[config.mk]
export PLATFORM = sky130hd
export DESIGN_NAME = uds_ctrl
export DESIGN_NICKNAME = d
export VERILOG_FILES = /design/src/uds_pkg.sv /design/src/uds_ctrl.sv
export SDC_FILE = /design/constraint.sdc
export NUM_CORES = 1
export LEC_CHECK = 0
export ABC_AREA = 1
export BUFFER_PORTS_ARGS = -buffer_cell sky130_fd_sc_hd__buf_2
export CAP_MARGIN = 20
export CORE_ASPECT_RATIO = 2
export CORE_MARGIN = 2
export CORE_UTILIZATION = 55
export DETAILED_ROUTE_END_ITERATION = 12
export PLACE_DENSITY_LB_ADDON = 0.3
export SLEW_MARGIN = 20
export SYNTH_ARGS = -nofsm -noshare
export SYNTH_HDL_FRONTEND = slang
export SYNTH_SLANG_ARGS = --single-unit
[constraint.sdc]
create_clock -name aclk -period 3.3 [get_ports aclk]
set_clock_uncertainty 0.15 [all_clocks]
set_input_delay 0.33 -clock aclk [delete_from_list [all_inputs] [get_ports aclk]]
set_output_delay 0.33 -clock aclk [all_outputs]
set_load 0.1 [all_outputs]
[src/uds_pkg.sv]
// Constants and types for the USB device control, status and endpoint-0 block
package uds_pkg;
    localparam int ADDR_W = 8;
    localparam int CFG_W = 20;
    localparam int CNT_W = 18;
    // Register byte offsets
    localparam logic [7:0] OFS_LINK_CONTROL = 8'h00;
    localparam logic [7:0] OFS_LINK_STATUS = 8'h04;
    localparam logic [7:0] OFS_LINK_IRQ_MASK = 8'h08;
    localparam logic [7:0] OFS_EP0_CTRL_STATUS = 8'h0c;
    localparam logic [7:0] OFS_LINK_OPTION = 8'h10;
    localparam logic [7:0] OFS_EP_CFG_STAGE = 8'h14;
    // link_control fields
    localparam int CTL_MODULE_ENABLE = 7;
    localparam int CTL_CLOCK_GATE = 6;
    localparam int CTL_XFER_IE_HI = 5;
    localparam int CTL_XFER_IE_LO = 1;
    localparam int CTL_REMOTE_WAKE = 0;
    // link_status / link_irq_mask fields
    localparam int STA_CONFIG = 7;
    localparam int MSK_HALT = 7;
    localparam int FLG_HI = 6;
    localparam int FLG_LO = 1;
    localparam int FL_SLEEP = 0;
    localparam int FL_WAKE = 1;
    localparam int FL_BUS_RESET = 2;
    localparam int FL_CFG_CHANGE = 3;
    localparam int FL_FRAME_START = 4;
    localparam int FL_CTRL_REQUEST = 5;
    // ep0_ctrl_status fields
    localparam int EP0_COUNT_HI = 7;
    localparam int EP0_COUNT_LO = 4;
    localparam int EP0_TX_ARMED = 3;
    localparam int EP0_TX_DONE = 2;
    localparam int EP0_RX_FULL = 1;
    localparam int EP0_RX_DONE = 0;
    // link_option fields
    localparam int OPT_ROUTE_SEL = 0;
    // AXI responses
    localparam logic [1:0] RESP_OKAY = 2'h0;
    localparam logic [1:0] RESP_SLVERR = 2'h2;
    // Timing
    localparam longint CLK_HZ = 50000000;
    localparam longint IDLE_TIME_MS = 3;
    localparam longint RESUME_TIME_MS = 3;
    localparam longint IDLE_CYCLES = (CLK_HZ * IDLE_TIME_MS) / 1000;
    // Resume must last longer than its figure, hence one extra cycle
    localparam longint RESUME_CYCLES = (CLK_HZ * RESUME_TIME_MS + 999) / 1000 + 1;

    typedef enum logic [2:0] {
        SEL_NONE,
        SEL_CONTROL,
        SEL_STATUS,
        SEL_MASK,
        SEL_EP0,
        SEL_OPTION,
        SEL_CFG
    } uds_sel_t;

    typedef enum logic [1:0] {
        LS_ACTIVE,
        LS_SUSPENDED,
        LS_WAKING
    } uds_link_t;

    typedef enum logic [1:0] {
        HS_ACK,
        HS_NAK,
        HS_STALL
    } uds_hs_t;
endpackage : uds_pkg

[src/uds_ctrl.sv]
// USB device control, status, interrupt mask and endpoint-0 handshake block
//
// The register addresses and register access over AXI4-Lite were left to the implementer.
`timescale 1ns/1ps
// Contract
// - Rising module enable loads staged endpoint configuration into the active copy.
// - Clearing module enable resets link state; flags stay for software to clear.
// - Clock gate bit enables the link logic; reset clears it.
// - Per-endpoint transfer-done enables raise the interrupt; endpoint 0 covers both directions.
// - Remote wake write drives K only when suspended and host allowed it.
// - Forced resume K lasts longer than 3 ms per request.
// - Configuration bit reads host-selected configuration, one or unconfigured.
// - Control-request flag sets on a valid error-free control request.
// - Frame-start flag sets on each detected start of frame.
// - Configuration-change flag sets when a new configuration is accepted.
// - Bus-reset flag sets on a valid bus reset state.
// - Bus reset pulses chip reset unless routing option selects an interrupt.
// - Wake-activity flag sets on bus activity while suspended.
// - Suspend flag sets on suspend state or 3 ms idle; enters suspend.
// - Status flags clear on writing zero, ignore ones, clear on reset.
// - Halt bit stalls IN and OUT tokens until next SETUP; write-only.
// - Mask bits let each set status flag raise the interrupt.
// - Bus-reset mask acts only when routing option is also set.
// - Endpoint-0 count reads last OUT size; written, sets next IN size.
// - Transmit-armed enables IN data; cleared by IN success, SETUP or software.
// - Transmit-done sets after IN success; NAKs further IN; cleared by zero.
// - Receive-full marks held OUT data; NAKs further OUT until cleared.
// - Receive-done sets when OUT or SETUP stored; NAKs OUT; zero clears.
module uds_ctrl #(
    parameter longint IDLE_LIMIT = uds_pkg::IDLE_CYCLES,
    parameter longint RESUME_LIMIT = uds_pkg::RESUME_CYCLES
) (
    input wire logic aclk,
    input wire logic aresetn,
    input wire logic [uds_pkg::ADDR_W-1:0] s_axi_awaddr,
    input wire logic s_axi_awvalid,
    output logic s_axi_awready,
    input wire logic [31:0] s_axi_wdata,
    input wire logic [3:0] s_axi_wstrb,
    input wire logic s_axi_wvalid,
    output logic s_axi_wready,
    output logic [1:0] s_axi_bresp,
    output logic s_axi_bvalid,
    input wire logic s_axi_bready,
    input wire logic [uds_pkg::ADDR_W-1:0] s_axi_araddr,
    input wire logic s_axi_arvalid,
    output logic s_axi_arready,
    output logic [31:0] s_axi_rdata,
    output logic [1:0] s_axi_rresp,
    output logic s_axi_rvalid,
    input wire logic s_axi_rready,
    input wire logic ev_ctrl_request,
    input wire logic ev_frame_start,
    input wire logic ev_cfg_accept,
    input wire logic cfg_selected,
    input wire logic ev_bus_reset,
    input wire logic ev_bus_activity,
    input wire logic ev_suspend_state,
    input wire logic bus_idle,
    input wire logic host_wake_enabled,
    input wire logic [3:0] ep_xfer_done_flags,
    input wire logic tok_in,
    input wire logic tok_out,
    input wire logic tok_setup,
    input wire logic in_acked,
    input wire logic pkt_stored,
    input wire logic [3:0] pkt_count,
    output logic cpu_irq,
    output logic mcu_reset_req,
    output logic k_drive,
    output logic ep0_resp_valid,
    output uds_pkg::uds_hs_t ep0_resp,
    output logic [3:0] ep0_tx_count,
    output logic [uds_pkg::CFG_W-1:0] ep_cfg_active,
    output logic link_clk_en,
    output logic module_active,
    output logic suspended
);
    import uds_pkg::*;

    typedef struct packed {
        logic awready;
        logic wready;
        logic bvalid;
        logic [1:0] bresp;
        logic aw_have;
        logic w_have;
        logic [ADDR_W-1:0] awaddr;
        logic [31:0] wdata;
        logic [3:0] wstrb;
        logic arready;
        logic rvalid;
        logic [1:0] rresp;
        logic [31:0] rdata;
        logic module_enable;
        logic clock_gate;
        logic [4:0] xfer_irq_en;
        logic route_sel;
        logic [CFG_W-1:0] cfg_staged;
        logic [CFG_W-1:0] cfg_active;
        logic config_bit;
        logic [5:0] flags;
        logic [5:0] irq_en;
        logic halt;
        logic [3:0] rx_count;
        logic [3:0] tx_count;
        logic tx_armed;
        logic tx_done;
        logic rx_full;
        logic rx_done;
        uds_link_t lstate;
        logic [CNT_W-1:0] idle_cnt;
        logic [CNT_W-1:0] wake_cnt;
        logic k_drive;
        logic mcu_reset_req;
        logic cpu_irq;
        logic susp;
        logic resp_valid;
        uds_hs_t resp;
    } uds_state_t;

    localparam logic [CNT_W-1:0] IDLE_CNT_MAX = CNT_W'(IDLE_LIMIT);
    localparam logic [CNT_W-1:0] WAKE_CNT_INIT = CNT_W'(RESUME_LIMIT);

    uds_state_t state_reg;
    uds_state_t state_next;

    function automatic uds_sel_t reg_sel(input logic [ADDR_W-1:0] addr);
        unique case (addr)
            OFS_LINK_CONTROL: reg_sel = SEL_CONTROL;
            OFS_LINK_STATUS: reg_sel = SEL_STATUS;
            OFS_LINK_IRQ_MASK: reg_sel = SEL_MASK;
            OFS_EP0_CTRL_STATUS: reg_sel = SEL_EP0;
            OFS_LINK_OPTION: reg_sel = SEL_OPTION;
            OFS_EP_CFG_STAGE: reg_sel = SEL_CFG;
            default: reg_sel = SEL_NONE;
        endcase
    endfunction : reg_sel

    logic wr_fire;
    logic rd_fire;
    logic link_on;
    uds_sel_t wsel;
    logic [7:0] wbyte;
    logic wlane0;

    assign wr_fire = state_reg.aw_have && state_reg.w_have && !state_reg.bvalid;
    assign rd_fire = s_axi_arvalid && state_reg.arready;
    assign link_on = state_reg.module_enable && state_reg.clock_gate;
    assign wsel = reg_sel(state_reg.awaddr);
    assign wbyte = state_reg.wdata[7:0];
    assign wlane0 = state_reg.wstrb[0];

    always_comb
    begin
        logic [5:0] fl_term;
        logic [4:0] xf_term;
        logic [5:0] en_eff;
        state_next = state_reg;
        fl_term = '0;
        xf_term = '0;
        en_eff = '0;
        state_next.resp_valid = 1'b0;
        state_next.mcu_reset_req = 1'b0;

        // Write address and data latch independently
        if (s_axi_awvalid && state_reg.awready)
        begin
            state_next.aw_have = 1'b1;
            state_next.awaddr = s_axi_awaddr;
        end
        if (s_axi_wvalid && state_reg.wready)
        begin
            state_next.w_have = 1'b1;
            state_next.wdata = s_axi_wdata;
            state_next.wstrb = s_axi_wstrb;
        end
        if (state_reg.bvalid && s_axi_bready)
            state_next.bvalid = 1'b0;
        if (state_reg.rvalid && s_axi_rready)
            state_next.rvalid = 1'b0;

        if (wr_fire)
        begin
            state_next.aw_have = 1'b0;
            state_next.w_have = 1'b0;
            state_next.bvalid = 1'b1;
            state_next.bresp = (wsel == SEL_NONE) ? RESP_SLVERR : RESP_OKAY;
            if (wlane0)
            begin
                unique case (wsel)
                    SEL_CONTROL:
                    begin
                        state_next.module_enable = wbyte[CTL_MODULE_ENABLE];
                        state_next.clock_gate = wbyte[CTL_CLOCK_GATE];
                        state_next.xfer_irq_en = wbyte[CTL_XFER_IE_HI:CTL_XFER_IE_LO];
                        if (wbyte[CTL_REMOTE_WAKE] && link_on && host_wake_enabled
                            && state_reg.lstate == LS_SUSPENDED)
                        begin
                            state_next.lstate = LS_WAKING;
                            state_next.wake_cnt = WAKE_CNT_INIT;
                        end
                    end
                    SEL_STATUS:
                        state_next.flags = state_reg.flags & wbyte[FLG_HI:FLG_LO];
                    SEL_MASK:
                    begin
                        state_next.irq_en = wbyte[FLG_HI:FLG_LO];
                        if (wbyte[MSK_HALT])
                            state_next.halt = 1'b1;
                    end
                    SEL_EP0:
                    begin
                        state_next.tx_count = wbyte[EP0_COUNT_HI:EP0_COUNT_LO];
                        state_next.tx_armed = wbyte[EP0_TX_ARMED];
                        state_next.tx_done = state_reg.tx_done & wbyte[EP0_TX_DONE];
                        state_next.rx_full = state_reg.rx_full & wbyte[EP0_RX_FULL];
                        state_next.rx_done = state_reg.rx_done & wbyte[EP0_RX_DONE];
                    end
                    SEL_OPTION:
                        state_next.route_sel = wbyte[OPT_ROUTE_SEL];
                    SEL_CFG:
                    begin
                    end
                    SEL_NONE:
                    begin
                    end
                endcase
            end
            // Staged configuration frozen while the module runs
            if (wsel == SEL_CFG && !state_reg.module_enable)
            begin
                for (int b = 0; b < 2; b++)
                begin
                    if (state_reg.wstrb[b])
                        state_next.cfg_staged[b*8 +: 8] = state_reg.wdata[b*8 +: 8];
                end
                state_next.cfg_staged[CFG_W-1:16] = state_reg.wstrb[2]
                    ? state_reg.wdata[CFG_W-1:16] : state_reg.cfg_staged[CFG_W-1:16];
            end
        end

        // Hardware events; placed after writes so a hardware set or clear beats a software write
        if (link_on)
        begin
            if (ev_ctrl_request)
                state_next.flags[FL_CTRL_REQUEST] = 1'b1;
            if (ev_frame_start)
                state_next.flags[FL_FRAME_START] = 1'b1;
            if (ev_cfg_accept)
            begin
                state_next.config_bit = cfg_selected;
                state_next.flags[FL_CFG_CHANGE] = 1'b1;
            end
            if (ev_bus_reset)
            begin
                state_next.flags[FL_BUS_RESET] = 1'b1;
                state_next.mcu_reset_req = !state_reg.route_sel;
                state_next.config_bit = 1'b0;
            end

            unique case (state_reg.lstate)
                LS_ACTIVE:
                begin
                    state_next.idle_cnt = bus_idle ? state_reg.idle_cnt + 1'b1 : '0;
                    if (ev_suspend_state || (bus_idle && state_reg.idle_cnt >= IDLE_CNT_MAX - 1'b1))
                    begin
                        state_next.flags[FL_SLEEP] = 1'b1;
                        state_next.lstate = LS_SUSPENDED;
                        state_next.idle_cnt = '0;
                    end
                end
                LS_SUSPENDED:
                begin
                    if (ev_bus_activity)
                    begin
                        state_next.flags[FL_WAKE] = 1'b1;
                        state_next.lstate = LS_ACTIVE;
                    end
                end
                LS_WAKING:
                begin
                    state_next.wake_cnt = state_reg.wake_cnt - 1'b1;
                    if (state_reg.wake_cnt <= 1)
                        state_next.lstate = LS_ACTIVE;
                end
            endcase

            // Endpoint-0 handshake
            if (tok_setup)
            begin
                state_next.resp_valid = 1'b1;
                state_next.resp = HS_ACK;
                state_next.halt = 1'b0;
                state_next.tx_armed = 1'b0;
            end
            else if (tok_in)
            begin
                state_next.resp_valid = 1'b1;
                if (state_reg.halt)
                    state_next.resp = HS_STALL;
                else if (!state_reg.tx_armed || state_reg.tx_done)
                    state_next.resp = HS_NAK;
                else
                    state_next.resp = HS_ACK;
            end
            else if (tok_out)
            begin
                state_next.resp_valid = 1'b1;
                if (state_reg.halt)
                    state_next.resp = HS_STALL;
                else if (state_reg.rx_full || state_reg.rx_done)
                    state_next.resp = HS_NAK;
                else
                    state_next.resp = HS_ACK;
            end
            if (in_acked)
            begin
                state_next.tx_armed = 1'b0;
                state_next.tx_done = 1'b1;
            end
            if (pkt_stored)
            begin
                state_next.rx_count = pkt_count;
                state_next.rx_full = 1'b1;
                state_next.rx_done = 1'b1;
            end
        end

        if (state_next.module_enable && !state_reg.module_enable)
            state_next.cfg_active = state_reg.cfg_staged;

        // Disable resets the link engine and the endpoint-0 handshake bits, not the status flags
        if (!state_next.module_enable)
        begin
            state_next.lstate = LS_ACTIVE;
            state_next.idle_cnt = '0;
            state_next.wake_cnt = '0;
            state_next.halt = 1'b0;
            state_next.tx_armed = 1'b0;
            state_next.tx_done = 1'b0;
            state_next.rx_full = 1'b0;
            state_next.rx_done = 1'b0;
            state_next.config_bit = 1'b0;
        end

        state_next.k_drive = (state_next.lstate == LS_WAKING);
        state_next.susp = (state_next.lstate != LS_ACTIVE);

        // Interrupt combine
        en_eff = state_next.irq_en;
        en_eff[FL_BUS_RESET] = state_next.irq_en[FL_BUS_RESET] && state_next.route_sel;
        fl_term = state_next.flags & en_eff;
        xf_term = state_next.xfer_irq_en
            & {ep_xfer_done_flags, state_next.tx_done | state_next.rx_done};
        state_next.cpu_irq = (|fl_term) || (|xf_term);

        // Read channel
        if (rd_fire)
        begin
            state_next.rvalid = 1'b1;
            state_next.rresp = RESP_OKAY;
            state_next.rdata = '0;
            unique case (reg_sel(s_axi_araddr))
                SEL_CONTROL:
                    state_next.rdata[7:0] = {state_reg.module_enable, state_reg.clock_gate,
                        state_reg.xfer_irq_en, 1'b0};
                SEL_STATUS:
                    state_next.rdata[7:0] = {state_reg.config_bit, state_reg.flags, 1'b0};
                SEL_MASK:
                    state_next.rdata[7:0] = {1'b0, state_reg.irq_en, 1'b0};
                SEL_EP0:
                    state_next.rdata[7:0] = {state_reg.rx_count, state_reg.tx_armed,
                        state_reg.tx_done, state_reg.rx_full, state_reg.rx_done};
                SEL_OPTION:
                    state_next.rdata[0] = state_reg.route_sel;
                SEL_CFG:
                    state_next.rdata[CFG_W-1:0] = state_reg.cfg_staged;
                SEL_NONE:
                    state_next.rresp = RESP_SLVERR;
            endcase
        end

        state_next.awready = !state_next.aw_have && !state_next.bvalid;
        state_next.wready = !state_next.w_have && !state_next.bvalid;
        state_next.arready = !state_next.rvalid;
    end

    always_ff @(posedge aclk)
    begin
        if (!aresetn)
        begin
            state_reg <= '0;
            state_reg.lstate <= LS_ACTIVE;
            state_reg.resp <= HS_ACK;
        end
        else
            state_reg <= state_next;
    end

    assign s_axi_awready = state_reg.awready;
    assign s_axi_wready = state_reg.wready;
    assign s_axi_bresp = state_reg.bresp;
    assign s_axi_bvalid = state_reg.bvalid;
    assign s_axi_arready = state_reg.arready;
    assign s_axi_rdata = state_reg.rdata;
    assign s_axi_rresp = state_reg.rresp;
    assign s_axi_rvalid = state_reg.rvalid;
    assign cpu_irq = state_reg.cpu_irq;
    assign mcu_reset_req = state_reg.mcu_reset_req;
    assign k_drive = state_reg.k_drive;
    assign ep0_resp_valid = state_reg.resp_valid;
    assign ep0_resp = state_reg.resp;
    assign ep0_tx_count = state_reg.tx_count;
    assign ep_cfg_active = state_reg.cfg_active;
    assign link_clk_en = state_reg.clock_gate;
    assign module_active = state_reg.module_enable;
    assign suspended = state_reg.susp;
endmodule : uds_ctrl

==> insert_results.sql, run 1 <==
INSERT INTO impl_metrics (metric_group, metric, value, unit) VALUES
('layout', 'flip_flop_count_of_the_largest_register_after_layout', '119', ''),
('setup_path', 'r2r_setup_slack', '0.73', 'ns'),
('die', 'start_util', '55.7', '%'),
('setup_path', 'worst_ep_required_time', '3.44', 'ns'),
('place', 'gp_congestion', '0.916', ''),
('route', 'drt-vias-per-instance', '5.25', ''),
('layout', 'share_of_layout_cells_above_drive_strength_1', '16.6', '%'),
('global_route', 'grtUsageTotal', '24.5', '%'),
('timing', 'post-route-period-util', '77.9', '%'),
('setup_path', 'critPathMaxFanout', '21', ''),
('pwr', 'switching_share', '26.7', '%'),
('cts', 'clock_tree.root_cell', 'clkbuf_16', ''),
('route', 'drt_pre_antenna_iters', '5', ''),
('setup_path', 'path_class', 'flop to flop', ''),
('layout', 'area_growth', '12.0', '%'),
('timing', 'finalMaxSlewViolations', '0', ''),
('synth', 'mappedNetlistArea', '8170', 'um2'),
('global_route', 'grt_max_degree', '57', ''),
('synth', 'synth_adder_area_share', '0.919', '%'),
('die', 'dieWidth', '90.2', 'um'),
('pwr', 'p_leak', '0.00386', 'uW'),
('timing', 'final_hold_viol_count', '0', ''),
('route', 'detail_route.drc_violations', '0', ''),
('min_path', 'min_delay_worst_type', 'input pin to flop', ''),
('synth', 'synth.area.mux_share', '0', '%'),
('synth', 'sequential_share_of_the_synthesized_area', '43.9', '%'),
('cts', 'clkTransAtPathRegs', '0.07', 'ns'),
('setup_path', 'crit_start', 'state_reg[197]', ''),
('global_route', 'globalRouteOverflowTotal', '0', ''),
('setup_path', 'largest_stage_delay_worst_path', '0.37', 'ns'),
('timing', 'achievable-frequency', '0.389', 'GHz'),
('timing', 'timing.final.setup_violations', '0', ''),
('layout', 'postLayoutCoreUtil', '62.4', '%'),
('synth', 'number_of_synthesized_register_bits', '179', ''),
('synth', 'syn-instance-count', '1106', ''),
('pwr', 'power-per-cell-area', '504', 'nW/um2'),
('pwr', 'p_comb_share', '7.7', '%'),
('min_path', 'worstHoldStart', 's_axi_awaddr[7]', ''),
('run_status', 'status', 'complete, no violations', ''),
('setup_path', 'r2r.worst_path.cells', '11', ''),
('setup_path', 'path_buf_inv', '2', ''),
('timing', 'rsz0062_at_grt', 'no', ''),
('min_path', 'hold-path-endpoint', 'state_reg[198]', ''),
('setup_path', 'timing.critical_path.max_delay_family', 'simple AND/OR/NAND/NOR gates', ''),
('pwr', 'internal-power', '3380', 'uW'),
('setup_path', 'r2r_end', 'ep_cfg_active[1]', ''),
('pwr', 'p_sw', '1230', 'uW'),
('synth', 'synth_warnings', '0', ''),
('layout', 'fin_cells', '1385', ''),
('place', 'io_buffers', '127', ''),
('route', 'vias', '7274', ''),
('synth', 'post_synthesis_compound_gate_area_fraction', '16.2', '%'),
('timing', 'relSlewSlack', '46.0', '%'),
('die', 'die_area', '15900', 'um2'),
('synth', 'largest_family_of_logic_cells_by_synthesized_area', 'simple AND/OR/NAND/NOR gates', ''),
('pwr', 'power_frac_clock', '44.1', '%'),
('synth', 'yosys.area_share.xor_xnor', '1.39', '%'),
('cts', 'clock_latency_on_the_worst_skew_pair', '0.43', 'ns'),
('cts', 'clock_path_buffers', '2', ''),
('pwr', 'max-vdd-ir-drop', '0.000351', 'V'),
('job', 'drv.max_cap_violation_count', '0', ''),
('setup_path', 'worstSetupEndpointType', 'flop', ''),
('cts', 'num_cts_buffers', '17', ''),
('setup_path', 'critical_path.cell_chain', 'nor2_1 -> nand2_2 -> nor2_2 -> nor2_4 -> nand3_4 -> o21ai_4 -> inv_1 -> nand2_2 -> inv_2 -> nand2_1 -> a21oi_1', ''),
('global_route', 'initial_antenna_violation_count', '0', ''),
('setup_path', 'r2r_start', 'state_reg[197]', ''),
('route', 'antenna_violating_nets_post_route', '0', ''),
('die', 'num_ports', '155', ''),
('synth', 'synthSimpleGateAreaFrac', '24.1', '%'),
('cts', 'tritoncts', 'yes', ''),
('setup_path', 'critical_path.startpoint_type', 'flop', '');
per-layer routing:
metal  wire (um)  GRT usage (%)  vias to the layer above
met1        8370           31.2                     3266
met2        9320           40.8                      276
met3        1190           4.14                       42
met5           0              0                        -
li1            -              -                     3690
met4         557           10.9                        0
synth_stat cells (all sizes together):
master	number	area, um2
a211oi	8	60.1
a21oi	105	529
a221oi	2	17.5
a22o	6	52.6
a31o	1	8.76
a31oi	6	37.5
a41oi	5	43.8
buf	73	563
clkbuf	29	109
clkinv	2	7.51
conb	1	3.75
dfxtp	179	3580
ha	6	75.1
inv	113	424
nand2	189	729
nand3	45	243
nand3b	1	7.51
nand4	21	131
nor2	167	688
nor3	21	120
nor3b	3	22.5
nor4	4	25.0
o2111ai	1	8.76
o211a	1	10.0
o211ai	6	45.0
o21a	2	15.0
o21ai	94	482
o22ai	1	6.26
o311ai	1	8.76
xnor2	2	17.5
xor2	11	96.3
placed cells by master, fill, tap and decap left out, drive strengths merged:
cell / netlist / final
nor3b: 3 / 3
nand3: 45 / 45
clkinv: 2 / 8
o21a: 2 / 2
buf: 73 / 134
xnor2: 2 / 2
dlygate4sd3: 0 / 7
a31o: 1 / 1
conb: 1 / 14
o2111ai: 1 / 1
o211a: 1 / 1
nand3b: 1 / 1
o211ai: 6 / 6
a41oi: 5 / 5
inv: 113 / 120
a31oi: 6 / 6
ha: 6 / 6
a21oi: 105 / 105
nor4: 4 / 4
a22o: 6 / 6
o22ai: 1 / 1
o21ai: 94 / 94
bufinv: 0 / 1
a211oi: 8 / 8
nand4: 21 / 21
nand2: 189 / 189
nor2: 167 / 167
o311ai: 1 / 1
nor3: 21 / 21
dfxtp: 179 / 179
clkbuf: 29 / 18
xor2: 11 / 11
a221oi: 2 / 2
tightest hold or removal path, cell delays in order:
cell and delay, ns:
buf_2 0.07, o21ai_0 0.07, nor2_1 0.08
logic make-up after synthesis:
| logic type | after synthesis |
|---|---|
| adder cells (fa/ha/maj) | 6 |
| other | 1 |
| AND/OR/NAND/NOR | 451 |
| buffers and inverters | 217 |
| flip-flops | 179 |
| AO/OA/AOI/OAI | 239 |
| XOR/XNOR | 13 |
metrics by stage:
| stage | worst slack (ns) | power [uW] | instance area [um2] | hold WS [ns] |
|---|---|---|---|---|
| 3_5_place_dp | 0.740 | 2620 | 8480 | 0.300 |
| 2_1_floorplan | 0.662 | 2540 | 8220 | 0.265 |
| 6_report | 0.728 | 4610 | 9160 | 0.0137 |
| 3_3_place_gp | 0.762 | 2610 | 8480 | 0.287 |
| 5_1_grt | 0.484 | 4760 | 9160 | 0.0218 |
| 4_1_cts | 0.717 | 4640 | 9150 | 0.000808 |
cell type report:
class | instances | area (um2)
Fill cell | 1356 | 5510
Sequential cell | 179 | 3580
Timing Repair Buffer | 141 | 758
Multi-Input combinational cell | 723 | 3530
Tap cell | 195 | 244
Clock buffer | 18 | 439
Clock inverter | 14 | 165
Inverter | 115 | 432
repair_timing:
item                                   in CTS  in global routing
endpoints found under the hold margin       6                  1
hold buffers                                6                  1
buffers inserted                            0                  0
power by group through the flow:
stage                     registers [uW]  clock network, uW  logic [uW]
after floorplan                     2300                  0         238
after global placement              2270                  0         342
after detailed placement            2270                  0         345
after CTS                           2220               2060         352
after global routing                2230               2150         386
final                               2220               2030         354
how the worst max path moves through the flow:
stage / slack, ns / end
2_1_floorplan: 0.66 / state_reg[42]
3_3_place_gp: 0.76 / ep_cfg_active[19]
3_5_place_dp: 0.74 / ep_cfg_active[2]
4_1_cts: 0.72 / ep_cfg_active[1]
5_1_grt: 0.48 / ep_cfg_active[2]
6_report: 0.73 / ep_cfg_active[1]
No activity file was read; power rests on OpenSTA's default activity.
==> run 2, diff against run 1 <==
ABC_AREA = 0   (was 1)
CORE_UTILIZATION = 50   (was 55)
clock period = 2.2 ns   (was 3.3 ns; I/O delays follow)
==> run 2 against run 1 <==
The flow now finishes with violations (setup timing). Global-route usage increased by 1.7 points. Final cell count decreased by 1.7%. Critical path depth decreased by 3. Sequential power increased by 50%. Fmax increased by 1.1%. Critical path type unchanged.
==> insert_results.sql, run 2 <==
INSERT INTO impl_metrics (metric_group, metric, value, unit) VALUES
('setup_path', 'r2r_end', 'state_reg[23]', ''),
('route', 'finalWirelength', '23.4', 'mm'),
('timing', 'relSlewSlack', '64.7', '%'),
('die', 'die-height', '183', 'um'),
('job', 'drv.max_cap_violation_count', '0', ''),
('layout', 'final_antenna_diode_count', '0', ''),
('run_status', 'violations_in_the_final_reports', 'setup timing', ''),
('synth', 'yosys.cell_count.top_type', 'dfxtp_1', ''),
('timing', 'final_hold_viol_count', '0', ''),
('die', 'num_ports', '155', ''),
('synth', 'synth-main-ff-cell', 'dfxtp_1', ''),
('synth', 'number_of_synthesized_register_bits', '179', ''),
('setup_path', 'worst_ep_required_time', '2.39', 'ns'),
('place', 'dp_hpwl', '15.8', 'mm'),
('synth', 'mappedNetlistArea', '7980', 'um2'),
('min_path', 'min_delay_worst_type', 'input pin to flop', ''),
('global_route', 'grt_use_met3', '4.42', '%'),
('route', 'detail_route.drc_violations', '0', ''),
('pwr', 'max-vdd-ir-drop', '0.000524', 'V'),
('cts', 'tritoncts', 'yes', ''),
('global_route', 'globalRouteOverflowTotal', '0', ''),
('setup_path', 'path_class', 'flop to flop', ''),
('route', 'drt-vias-per-instance', '5.46', ''),
('global_route', 'grtUsageMet1', '25.3', '%'),
('die', 'core', '15700', 'um2'),
('layout', 'finish.net_count', '1235', ''),
('place', 'io_buffers', '127', ''),
('place', 'dp_slack', '-0.322', 'ns'),
('timing', 'rsz0062_at_grt', 'yes', ''),
('timing', 'timing.setup.tns', '-4.64', 'ns'),
('die', 'start_util', '50.8', '%'),
('setup_path', 'critical_path.startpoint_type', 'flop', ''),
('min_path', 'holdPathStages', '3', ''),
('global_route', 'wire_length_of_the_first_global_routing_pass', '35.0', 'mm'),
('timing', 'finalMaxSlewViolations', '0', ''),
('setup_path', 'path_buf_inv', '1', ''),
('synth', 'sequential_share_of_the_synthesized_area', '44.9', '%'),
('synth', 'synth.top_cells.by_count', 'dfxtp_1, nand2_1, a21oi_1, nor2_1, buf_4', ''),
('global_route', 'gr-usage-met2', '50.5', '%'),
('global_route', 'grt_max_degree', '48', ''),
('die', 'die_area', '17000', 'um2'),
('cts', 'clock_latency_on_the_worst_skew_pair', '0.43', 'ns'),
('setup_path', 'worstSetupEndpointType', 'flop', ''),
('place', 'gp_congestion', '0.925', ''),
('cts', 'number_of_levels_the_h_tree_was_split_into', '4', ''),
('synth', 'yosysUniqueCellTypes', '66', ''),
('timing', 'achievable-frequency', '0.393', 'GHz'),
('cts', 'clkTransAtPathRegs', '0.07', 'ns'),
('route', 'detail_route.iter0.violations', '341', ''),
('cts', 'num_cts_buffers', '17', ''),
('synth', 'synth_warnings', '0', ''),
('timing', 'post-route-period-util', '116', '%'),
('setup_path', 'r2r_start', 'state_reg[8]', ''),
('global_route', 'grt_pass1_vias', '7322', ''),
('layout', 'share_of_layout_cells_above_drive_strength_1', '30.7', '%'),
('min_path', 'hold-path-endpoint', 'state_reg[56]', ''),
('setup_path', 'crit_cells', '8', ''),
('setup_path', 'critPathMaxFanout', '5', ''),
('route', 'drt-wirelength-per-cell', '17.2', 'um'),
('pwr', 'p_leak', '0.00437', 'uW'),
('setup_path', 'r2r_setup_slack', '-0.34', 'ns'),
('timing', 'timing.final.setup_violations', '45', ''),
('global_route', 'grtUsageTotal', '26.2', '%'),
('cts', 'cts_sinks', '179', ''),
('synth', 'yosys-top-cells-area', 'dfxtp_1, nand2_1, a21oi_1', ''),
('synth', 'syn-instance-count', '950', ''),
('route', 'drt_pre_antenna_iters', '4', ''),
('die', 'dieWidth', '93.3', 'um'),
('layout', 'fillerInstances', '1258', ''),
('layout', 'flip_flop_count_of_the_largest_register_after_layout', '119', ''),
('layout', 'area_growth', '34.4', '%'),
('setup_path', 'r2r.worst_path.cells', '8', ''),
('die', 'placementRows', '65', ''),
('route', 'antenna_violating_nets_post_route', '0', ''),
('setup_path', 'cp.arrival', '2.74', 'ns'),
('setup_path', 'slowest_cell_on_crit_path', 'or4b_4', ''),
('global_route', 'initial_antenna_violation_count', '0', ''),
('layout', 'final_common_cell', 'dfxtp_1', ''),
('timing', 'finalCriticalPeriod', '2.54', 'ns'),
('setup_path', 'largest_stage_delay_worst_path', '0.49', 'ns'),
('timing', 'final_critical_path_setup_slack', '-0.343', 'ns'),
('layout', 'final_cell_mix', 'dfxtp_1, nand2_1, buf_2, nor2_1, a21oi_1', ''),
('cts', 'clock_tree.root_cell', 'clkbuf_16', ''),
('cts', 'clock_path_buffers', '2', ''),
('synth', 'number_of_synthesized_flops_with_an_enable_pin', '0', ''),
('synth', 'avgSynthCellArea', '8.40', 'um2'),
('global_route', 'global_route.peak_usage_layer', 'met2', ''),
('setup_path', 'critical_path.cell_chain', 'inv_2 -> ha_4 -> or3b_4 -> or4b_4 -> or4_4 -> nor3_4 -> a21oi_2 -> a311oi_2', ''),
('run_status', 'status', 'finished with violations', ''),
('min_path', 'worstHoldStart', 'pkt_stored', ''),
('synth', 'postSynth.asyncResetShare', '0', '%'),
('setup_path', 'timing.critical_path.max_delay_family', 'simple AND/OR/NAND/NOR gates', ''),
('route', 'vias', '7438', ''),
('pwr', 'power-per-cell-area', '649', 'nW/um2'),
('synth', 'synthDominantCellAreaShare', '44.9', '%'),
('timing', 'worst_pin_slew', '0.530', 'ns'),
('synth', 'synth_largest_area_cell', 'dfxtp_1', '');
[run 2: changes by cell type after synthesis, sizes merged, moves of 8 or more]
cell and delta:
nand3 -21, mux2i +32, nand2 -32, o21ai -66, clkbuf +13, inv -99, nand2b +14, a22oi +16
nor2 -67, and3 +8, nand4 -14, and2 +10
[run 2: metal layers]
metal	routed length [um]	share of wire (%)
met5	0	0
met4	1060	4.5
met3	959	4.1
met2	13400	57
met1	8080	34
[run 2: how the worst max path moves through the flow]
stage	startpoint	to	slack, ns
2_1_floorplan	state_reg[7]	state_reg[23]	-0.40
3_3_place_gp	state_reg[7]	state_reg[23]	-0.30
3_5_place_dp	state_reg[7]	state_reg[23]	-0.32
4_1_cts	state_reg[8]	state_reg[23]	-0.36
5_1_grt	state_reg[7]	state_reg[23]	-0.44
6_report	state_reg[8]	state_reg[23]	-0.34
[run 2: layout make-up]
class | instances | area (um2) | area share, %
Clock buffer | 18 | 429 | 4.00
Clock inverter | 14 | 165 | 1.54
Inverter | 14 | 56.3 | 0.525
Multi-Input combinational cell | 658 | 4080 | 38.1
Sequential cell | 179 | 3600 | 33.6
Tap cell | 201 | 251 | 2.35
Timing Repair Buffer | 278 | 2130 | 19.9
[run 2: cell families (layout without fill, tap and decap cells)]
logic type | count (synthesis) | after routing | synth area share [%]
xor gates and xnor gates | 14 | 14 | 1.54
buffers and inverters | 126 | 324 | 9.03
AOI/OAI and AO/OA | 198 | 198 | 14.7
and+or+nand+nor | 383 | 383 | 22.6
other | 1 | 14 | 0.0470
muxes | 43 | 43 | 6.27
adders and majority gates | 6 | 6 | 0.941
DFF | 179 | 179 | 44.9
[run 2: per-stage QoR]
step	area (um2)	hold WS [ns]	power [uW]	utilization [%]	std cells
6_report	10700	0.00780	6960	68.3	1362
2_1_floorplan	8110	0.166	3710	-	963
3_5_place_dp	9020	0.292	3860	57.5	1265
4_1_cts	10400	0.00169	6970	66.4	1356
5_1_grt	10700	0.0199	7160	68.3	1362
3_3_place_gp	9020	0.285	3850	57.5	1265
[run 2: what timing repair did]
| action | 4_1_cts | 5_1_grt |
|---|---|---|
| endpoints found under the setup margin | 83 | 87 |
| hold buffers | 52 | 0 |
| resized for setup | 47 | 48 |
| cloned | 3 | 5 |
| endpoints found under the hold margin | 50 | 0 |
| buffers inserted | 5 | 2 |
| pin swaps | 15 | 15 |
[run 2: report_power, final]
group	internal [uW]	leakage [uW]	switching (uW)
sequential	3280	0.00145	42.5
clock	1710	0.000287	1380
combinational	189	0.00264	359
total	5180	0.00437	1780
[run 2: worst min-delay path, stage by stage]
cell	delay (ns)
buf_2	0.15
nand3_1	0.11
a21oi_1	0.06
